===== config.mk =====
export PLATFORM = sky130hd
export DESIGN_NAME = tdam_direct_adc
export DESIGN_NICKNAME = d
export VERILOG_FILES = /design/src/tdam_pkg.sv /design/src/tdam_direct_adc.sv /design/src/tdam_conv_seq.sv
export VERILOG_INCLUDE_DIRS = /design/src /design/src/src
export SDC_FILE = /design/constraint.sdc
export NUM_CORES = 1
export LEC_CHECK = 0
export BUFFER_PORTS_ARGS = -buffer_cell sky130_fd_sc_hd__buf_2
export CORE_ASPECT_RATIO = 0.6
export CORE_MARGIN = 8
export CORE_UTILIZATION = 56
export CTS_CLUSTER_SIZE = 28
export DETAILED_ROUTE_END_ITERATION = 10
export PLACE_DENSITY = 0.87
export SETUP_SLACK_MARGIN = 0.05
export SLEW_MARGIN = 30
export SYNTH_ARGS = -nofsm -noshare
export SYNTH_HDL_FRONTEND = slang
export SYNTH_SLANG_ARGS = --single-unit

===== constraint.sdc =====
create_clock -name clk_i -period 2 [get_ports clk_i]
set_input_delay 0.1 -clock clk_i [delete_from_list [all_inputs] [get_ports clk_i]]
set_output_delay 0.1 -clock clk_i [all_outputs]
set_load 0.1 [all_outputs]

===== src/tdam_map.svh =====
// Register map, field positions, reset values and timing counts of the direct conversion block.
// Assumes a 125 MHz core clock and a 16-bit register port with 8-bit offsets.
`ifndef TDAM_MAP_SVH
`define TDAM_MAP_SVH

`define TDAM_ADDR_PD_SELECT 8'h14
`define TDAM_ADDR_A_BYPASS 8'h43
`define TDAM_ADDR_B_BYPASS 8'h45
`define TDAM_BYPASS_KEY 16'hB065
`define TDAM_PD_SELECT_RST 16'h0550
`define TDAM_BYPASS_RST 16'h0000
`define TDAM_PD_A_LSB 4
`define TDAM_PD_B_LSB 8
`define TDAM_PD_WIDTH 4
`define TDAM_DARK_CODE 14'h32C8
`define TDAM_CLK_PERIOD_NS 8
`define TDAM_CONV_SPACING_NS 1000
`define TDAM_CONV_CYCLES ((`TDAM_CONV_SPACING_NS + `TDAM_CLK_PERIOD_NS - 1) / `TDAM_CLK_PERIOD_NS)
`define TDAM_NUM_CONV 4

`endif


===== src/tdam_pkg.sv =====
// Types shared by the direct conversion block.
// Assumes nothing beyond the map header.
package tdam_pkg;
  typedef enum logic {TDAM_SLOT_A, TDAM_SLOT_B} tdam_slot_t;
  typedef enum logic [0:0] {TDAM_SEQ_IDLE, TDAM_SEQ_RUN} tdam_seq_state_t;
endpackage


===== src/tdam_direct_adc.sv =====
// Direct conversion mode of the optical front end: slot bypass control and ADC sequencing.
// Assumes the timing core gives same-clock sample pulses and the light level arrives asynchronously.
// Notes on behaviour
// A slot in direct mode sends the amplifier output straight to the ADC, past filter and integrator.
// Each sample event in direct mode converts four channels in order, 1 us apart; events arriving during a run, and slot B's event on a tie, are dropped.
// Software selects direct mode for slot A by writing 0xB065 at offset slot_a_filter_bypass.
// Software selects direct mode for slot B by writing 0xB065 at offset slot_b_filter_bypass.
// One slot may run in direct mode while the other runs the normal pulsed chain.
// The output code falls as light rises, since the amplifier inverts.
// With no input current each sample reads the dark code of about 13000 LSB.
// A zero photodiode select field for a slot opens the photodiode and gives the baseline.
// A bypass write touches only its own slot; the other slot keeps its configuration.
`timescale 1ns/1ps
`include "tdam_map.svh"
module tdam_direct_adc
  import tdam_pkg::*;
#(
  parameter int DW = 14
) (
  input wire logic clk_i,
  input wire logic rstn_i,
  input wire logic [7:0] reg_addr_i,
  input wire logic [15:0] reg_wdata_i,
  input wire logic reg_we_i,
  input wire logic reg_re_i,
  output logic [15:0] reg_rdata_o,
  input wire logic slot_a_sample_i,
  input wire logic slot_b_sample_i,
  input wire logic chan_group_i,
  input wire logic [DW-1:0] light_i,
  output logic slot_a_bypass_o,
  output logic slot_b_bypass_o,
  output logic adc_conv_o,
  output logic [2:0] adc_chan_o,
  output logic sample_valid_o,
  output logic [DW-1:0] sample_data_o,
  output logic [2:0] sample_chan_o,
  output logic sample_slot_o
);
  localparam int CONV_GAP = `TDAM_CONV_CYCLES;

  logic [15:0] pd_select;
  logic [15:0] a_bypass;
  logic [15:0] b_bypass;
  logic [DW-1:0] light_meta;
  logic [DW-1:0] light_sync;
  logic seq_busy;
  logic seq_conv;
  logic [1:0] seq_ch;
  logic seq_start;
  tdam_slot_t run_slot;
  logic run_group;
  logic pd_open;

  function automatic logic is_direct(input logic [15:0] value);
    is_direct = (value == `TDAM_BYPASS_KEY);
  endfunction

  ////////////////////////////////////////////////////////////////////////////////
  // Register port.

  // Per-slot bypass writes.
  always_ff @(posedge clk_i) begin
    if (!rstn_i) begin
      pd_select <= `TDAM_PD_SELECT_RST;
      a_bypass <= `TDAM_BYPASS_RST;
      b_bypass <= `TDAM_BYPASS_RST;
    end else if (reg_we_i) begin
      case (reg_addr_i)
        `TDAM_ADDR_PD_SELECT: pd_select <= reg_wdata_i;
        `TDAM_ADDR_A_BYPASS: a_bypass <= reg_wdata_i;
        `TDAM_ADDR_B_BYPASS: b_bypass <= reg_wdata_i;
        default: ;
      endcase
    end
  end

  // Unmapped offsets read as zero.
  always_ff @(posedge clk_i) begin
    if (!rstn_i) begin
      reg_rdata_o <= 16'h0000;
    end else if (reg_re_i) begin
      case (reg_addr_i)
        `TDAM_ADDR_PD_SELECT: reg_rdata_o <= pd_select;
        `TDAM_ADDR_A_BYPASS: reg_rdata_o <= a_bypass;
        `TDAM_ADDR_B_BYPASS: reg_rdata_o <= b_bypass;
        default: reg_rdata_o <= 16'h0000;
      endcase
    end
  end

  // Bypass routing per slot.
  assign slot_a_bypass_o = is_direct(a_bypass);
  assign slot_b_bypass_o = is_direct(b_bypass);

  ////////////////////////////////////////////////////////////////////////////////
  // Light level crossing and sequencing.

  // The light level is quasi-static, so a plain two-stage capture is accepted here.
  always_ff @(posedge clk_i) begin
    if (!rstn_i) begin
      light_meta <= '0;
      light_sync <= '0;
    end else begin
      light_meta <= light_i;
      light_sync <= light_meta;
    end
  end

  // Only a slot in direct mode starts the sequencer; slot A wins a tie.
  assign seq_start = !seq_busy && ((slot_a_sample_i && slot_a_bypass_o) ||
                                   (slot_b_sample_i && slot_b_bypass_o));

  always_ff @(posedge clk_i) begin
    if (!rstn_i) begin
      run_slot <= TDAM_SLOT_A;
      run_group <= 1'b0;
    end else if (seq_start) begin
      run_slot <= (slot_a_sample_i && slot_a_bypass_o) ? TDAM_SLOT_A : TDAM_SLOT_B;
      run_group <= chan_group_i;
    end
  end

  // Four conversions 1 us apart.
  tdam_conv_seq #(
    .GAP(CONV_GAP),
    .NCONV(`TDAM_NUM_CONV)
  ) u_seq (
    .clk_i(clk_i),
    .rstn_i(rstn_i),
    .start_i(seq_start),
    .busy_o(seq_busy),
    .conv_o(seq_conv),
    .ch_o(seq_ch)
  );

  assign adc_conv_o = seq_conv;
  assign adc_chan_o = {run_group, seq_ch};

  // Open photodiode when the active slot's select field is zero.
  assign pd_open = (run_slot == TDAM_SLOT_A) ?
    (pd_select[`TDAM_PD_A_LSB +: `TDAM_PD_WIDTH] == 4'h0) :
    (pd_select[`TDAM_PD_B_LSB +: `TDAM_PD_WIDTH] == 4'h0);

  ////////////////////////////////////////////////////////////////////////////////
  // Result formation.

  // Inverting transfer from the dark code, clamped at zero.
  always_ff @(posedge clk_i) begin
    if (!rstn_i) begin
      sample_valid_o <= 1'b0;
      sample_data_o <= '0;
      sample_chan_o <= 3'h0;
      sample_slot_o <= 1'b0;
    end else begin
      sample_valid_o <= seq_conv;
      if (seq_conv) begin
        sample_chan_o <= {run_group, seq_ch};
        sample_slot_o <= (run_slot == TDAM_SLOT_B);
        if (pd_open || light_sync == '0) begin
          sample_data_o <= `TDAM_DARK_CODE;
        end else if (light_sync >= `TDAM_DARK_CODE) begin
          sample_data_o <= '0;
        end else begin
          sample_data_o <= `TDAM_DARK_CODE - light_sync;
        end
      end
    end
  end
endmodule


===== src/tdam_conv_seq.sv =====
// Conversion sequencer: four conversions spaced a fixed number of cycles apart.
// Assumes a single-cycle start pulse from logic on the same clock.
`timescale 1ns/1ps
`include "tdam_map.svh"
module tdam_conv_seq
  import tdam_pkg::*;
#(
  parameter int GAP = `TDAM_CONV_CYCLES,
  parameter int NCONV = `TDAM_NUM_CONV
) (
  input wire logic clk_i,
  input wire logic rstn_i,
  input wire logic start_i,
  output logic busy_o,
  output logic conv_o,
  output logic [1:0] ch_o
);
  tdam_seq_state_t state;
  logic [7:0] cnt;

  assign busy_o = (state == TDAM_SEQ_RUN);
  assign conv_o = busy_o && (cnt == 8'h00);

  always_ff @(posedge clk_i) begin
    if (!rstn_i) begin
      state <= TDAM_SEQ_IDLE;
      cnt <= 8'h00;
      ch_o <= 2'h0;
    end else begin
      case (state)
        TDAM_SEQ_IDLE: begin
          cnt <= 8'h00;
          ch_o <= 2'h0;
          if (start_i) begin
            state <= TDAM_SEQ_RUN;
          end
        end
        TDAM_SEQ_RUN: begin
          if (cnt == 8'(GAP - 1)) begin
            cnt <= 8'h00;
            if (ch_o == 2'(NCONV - 1)) begin
              state <= TDAM_SEQ_IDLE;
              ch_o <= 2'h0;
            end else begin
              ch_o <= ch_o + 2'h1;
            end
          end else begin
            cnt <= cnt + 8'h01;
          end
        end
        default: begin
          state <= TDAM_SEQ_IDLE;
        end
      endcase
    end
  end
endmodule


==> run_results.csv <==
group,metric,value,unit
critical_path,cp-start-kind,"register",
pwr,vdd_drop_max,0.000725,V
floorplan,initial_core_util,57.0,%
clock_network,clk_path_buf_depth,2,
global_routing,antenna_found_initial,0,
outcome,outcome,"complete, no violations",
route,dr.first_iter.drc_count,666,
floorplan,die_x,140,µm
critical_path,endpoint_kind,"register",
global_routing,grt_use_total,23.3,%
floorplan,dieArea,12600,µm²
timing,rsz0062_at_grt,"true",
timing,hold_viol_final,0,
floorplan,core,9050,µm²
timing,finalClockSkew,0.00756,ns
pwr,leakagePower,2.65,nW
final_layout,area_growth,31.9,%
clock_network,clkSinkCount,124,
yosys,synth.cell_area,5160,µm²
final_layout,n_antenna_cell,0,
clock_network,clkLatencyLatePin,0.41,ns
clock_network,clk_pin_slew,0.05,ns
final_layout,drive_above_1_share,23.8,%
critical_path,cp.required,2.34,ns
pwr,total_power,5.76,mW
clock_network,cts-root-buf,"clkbuf_16",
hold_path,hold_path.class,"primary input to register",
pwr,p_per_area,847,nW/µm²
yosys,synth.distinct_cells,55,
place,gp_congestion,0.882,
critical_path,worstSetupPathType,"register to register",
timing,finalMaxSlewViolations,0,
final_layout,fill_cells,581,
critical_path,rrSetupSlack,0.09,ns
route,drcViolationCount,0,
route,route.vias.total,4875,
place,hpwlAfterDp,10000,µm
floorplan,die_height,90.3,µm
global_routing,overflow,0,
place,pre_cts_ws,-0.0268,ns
timing,setup_viol,0,
global_routing,grt_pass1_vias,4578,
critical_path,arrival,2.25,ns
yosys,synth.avg_cell_area,9.03,µm²
clock_network,cts_inserted_buffers,17,
place,portBuffers,85,
final_layout,final_net_count,744,
route,drt-total-wl,15300,µm
route,via_per_inst,5.92,
route,wl_per_cell,18.6,µm
floorplan,rows,27,
route,ant_nets,0,
clock_network,htree_num_levels,4,
yosys,synth-seq-cells,124,
route,drt_first_pass_iters,5,
clock_network,cts_tree,"built",
yosys,synthCells,571,
timing,layout_min_cycle_time,1.91,ns
critical_path,crit_fanout,7,
global_routing,grt_max_degree,43,
run,max-cap-violations,0,
global_routing,grt_pass1_wl,23600,µm
floorplan,top_level_ports,86,
timing,hold_ws,0.0719,ns
yosys,seq_area_frac_synth,48.1,%
yosys,yosys_warnings,0,
timing,fin_crit_sh,95.6,%
timing,finalWorstSetupSlack,0.0882,ns
timing,worst_pin_slew,0.769,ns
yosys,synthesis.nets,620,
timing,max_freq,523,MHz
timing,slew_headroom,48.5,%
==> registers in the layout, summed over array words and instances (netlist names), 2 cells and up <==
register	flops
u_seq.ch_o	2
reg_rdata_o	16
u_seq.cnt	8
sample_data_o	14
light_meta	14
b_bypass	16
sample_chan_o	3
pd_select	16
a_bypass	16
light_sync	14
==> synth_stat cells, drive strengths merged <==
| library cell | number | area [µm²] |
|---|---|---|
| a211o | 1 | 8.76 |
| a211oi | 1 | 12.5 |
| a21boi | 45 | 338 |
| a21oi | 5 | 40.0 |
| a22o | 16 | 140 |
| a22oi | 16 | 120 |
| a31oi | 1 | 6.26 |
| and2 | 31 | 196 |
| and3 | 5 | 31.3 |
| and3b | 1 | 8.76 |
| and4 | 1 | 11.3 |
| and4b | 4 | 40.0 |
| buf | 14 | 76.3 |
| clkbuf | 26 | 97.6 |
| dfxtp | 124 | 2480 |
| ha | 4 | 50.1 |
| inv | 12 | 45.0 |
| mux2i | 8 | 80.1 |
| nand2 | 112 | 420 |
| nand2b | 3 | 18.8 |
| nand3 | 28 | 140 |
| nand3b | 1 | 7.51 |
| nand4 | 5 | 31.3 |
| nor2 | 18 | 67.6 |
| nor2b | 8 | 50.1 |
| nor3 | 8 | 45.0 |
| nor4 | 6 | 43.8 |
| nor4b | 1 | 8.76 |
| nor4bb | 4 | 40.0 |
| o2111ai | 1 | 8.76 |
| o211ai | 2 | 15.0 |
| o21a | 2 | 15.0 |
| o21ai | 21 | 105 |
| o221a | 7 | 78.8 |
| o221ai | 1 | 8.76 |
| o22ai | 3 | 18.8 |
| o31a | 1 | 8.76 |
| o32ai | 6 | 90.1 |
| or2 | 2 | 15.0 |
| or3 | 1 | 6.26 |
| or4 | 1 | 7.51 |
| xnor2 | 7 | 61.3 |
| xor2 | 7 | 61.3 |
==> cells by family after synthesis <==
| kind of cell | count (synthesis) | synth area share (%) |
|---|---|---|
| compound gates | 129 | 19.7 |
| xor+xnor | 14 | 2.38 |
| fa+ha+maj | 4 | 0.970 |
| buf+inv | 52 | 4.24 |
| flops | 124 | 48.1 |
| mux | 8 | 1.55 |
| simple gates | 240 | 23.1 |
==> final cells by class <==
type	instances	area (µm²)	share of cell area (%)
tap	116	145	2.13
timing repair buffer	145	1010	14.9
clock inverter	8	92.6	1.36
clock buffer	23	468	6.88
sequential	124	2480	36.5
multi-input combinational	395	2560	37.6
inverter	12	45.0	0.662
==> metrics by stage <==
step,TNS (ns),cell area [µm²],utilization [%],cells
2_1_floorplan,0,5160,-,571
3_3_place_gp,0,5780,63.8,754
3_5_place_dp,-0.0788,5780,63.8,754
4_1_cts,0,6670,73.7,816
5_1_grt,0,6800,75.2,823
6_report,0,6800,75.2,823
==> worst max-delay path, stage by stage, from the launching register on <==
cell and delay, ns:
dfxtp_1 0.35, inv_1 0.11, ha_4 0.15, nand2b_4 0.07, a21oi_4 0.23, a211oi_4 0.12, or3_4 0.47, buf_4 0.17
o22ai_1 0.15
==> final timing paths <==
path                             from                             to  cells past startpoint
min                            rstn_i       a_bypass[5]$_SDFFE_PN0P_                      2
max          light_sync[0]$_SDFF_PN0_  sample_data_o[1]$_SDFFE_PN0P_                      8
min reg2reg  light_meta[4]$_SDFF_PN0_       light_sync[4]$_SDFF_PN0_                      1
max reg2reg  light_sync[0]$_SDFF_PN0_  sample_data_o[1]$_SDFFE_PN0P_                      8
==> cells in the final DEF, fill, tap and decap left out, types with 4 or more instances in the layout <==
master and instances:
buf_2 83, clkbuf_16 17, a22oi_1 16, nand4_1 5, dfxtp_1 123, nor2_1 18
nor3_1 7, xnor2_1 7, buf_4 26, buf_12 4, a21boi_0 31, xor2_1 7
o32ai_2 5, mux2i_1 8, nor2b_1 8, nand3_1 28, nor4_1 4, o221a_2 4
nand2_1 112, and2_1 30, nor4bb_4 4, a21boi_1 14, o21ai_0 21, dlygate4sd3_1 31
and3_1 5, clkinv_2 5, a22o_1 16, inv_1 12, clkbuf_1 4
==> repair_timing <==
item,CTS,global route
setup endpoints to repair,11,14
pin swaps,0,4
cloned,0,0
setup buffers,0,6
resized for setup,5,12
hold endpoints to repair,60,0
hold buffers,31,0
==> where the power goes <==
group	total, mW	internal (mW)	switching [mW]
combinational	0.306	0.153	0.153
sequential	2.52	2.50	0.0221
clock	2.94	1.88	1.06
==> routing by layer <==
metal,vias to the layer above,wire length (µm),share of wire (%),track usage [%]
li1,2236,-,-,-
met1,2327,6480,42,29.9
met2,270,7070,46,36.5
met3,42,1360,8.9,7.49
met4,0,382,2.5,7.46
met5,-,0,0,0
(Power assumes the default switching activity.)
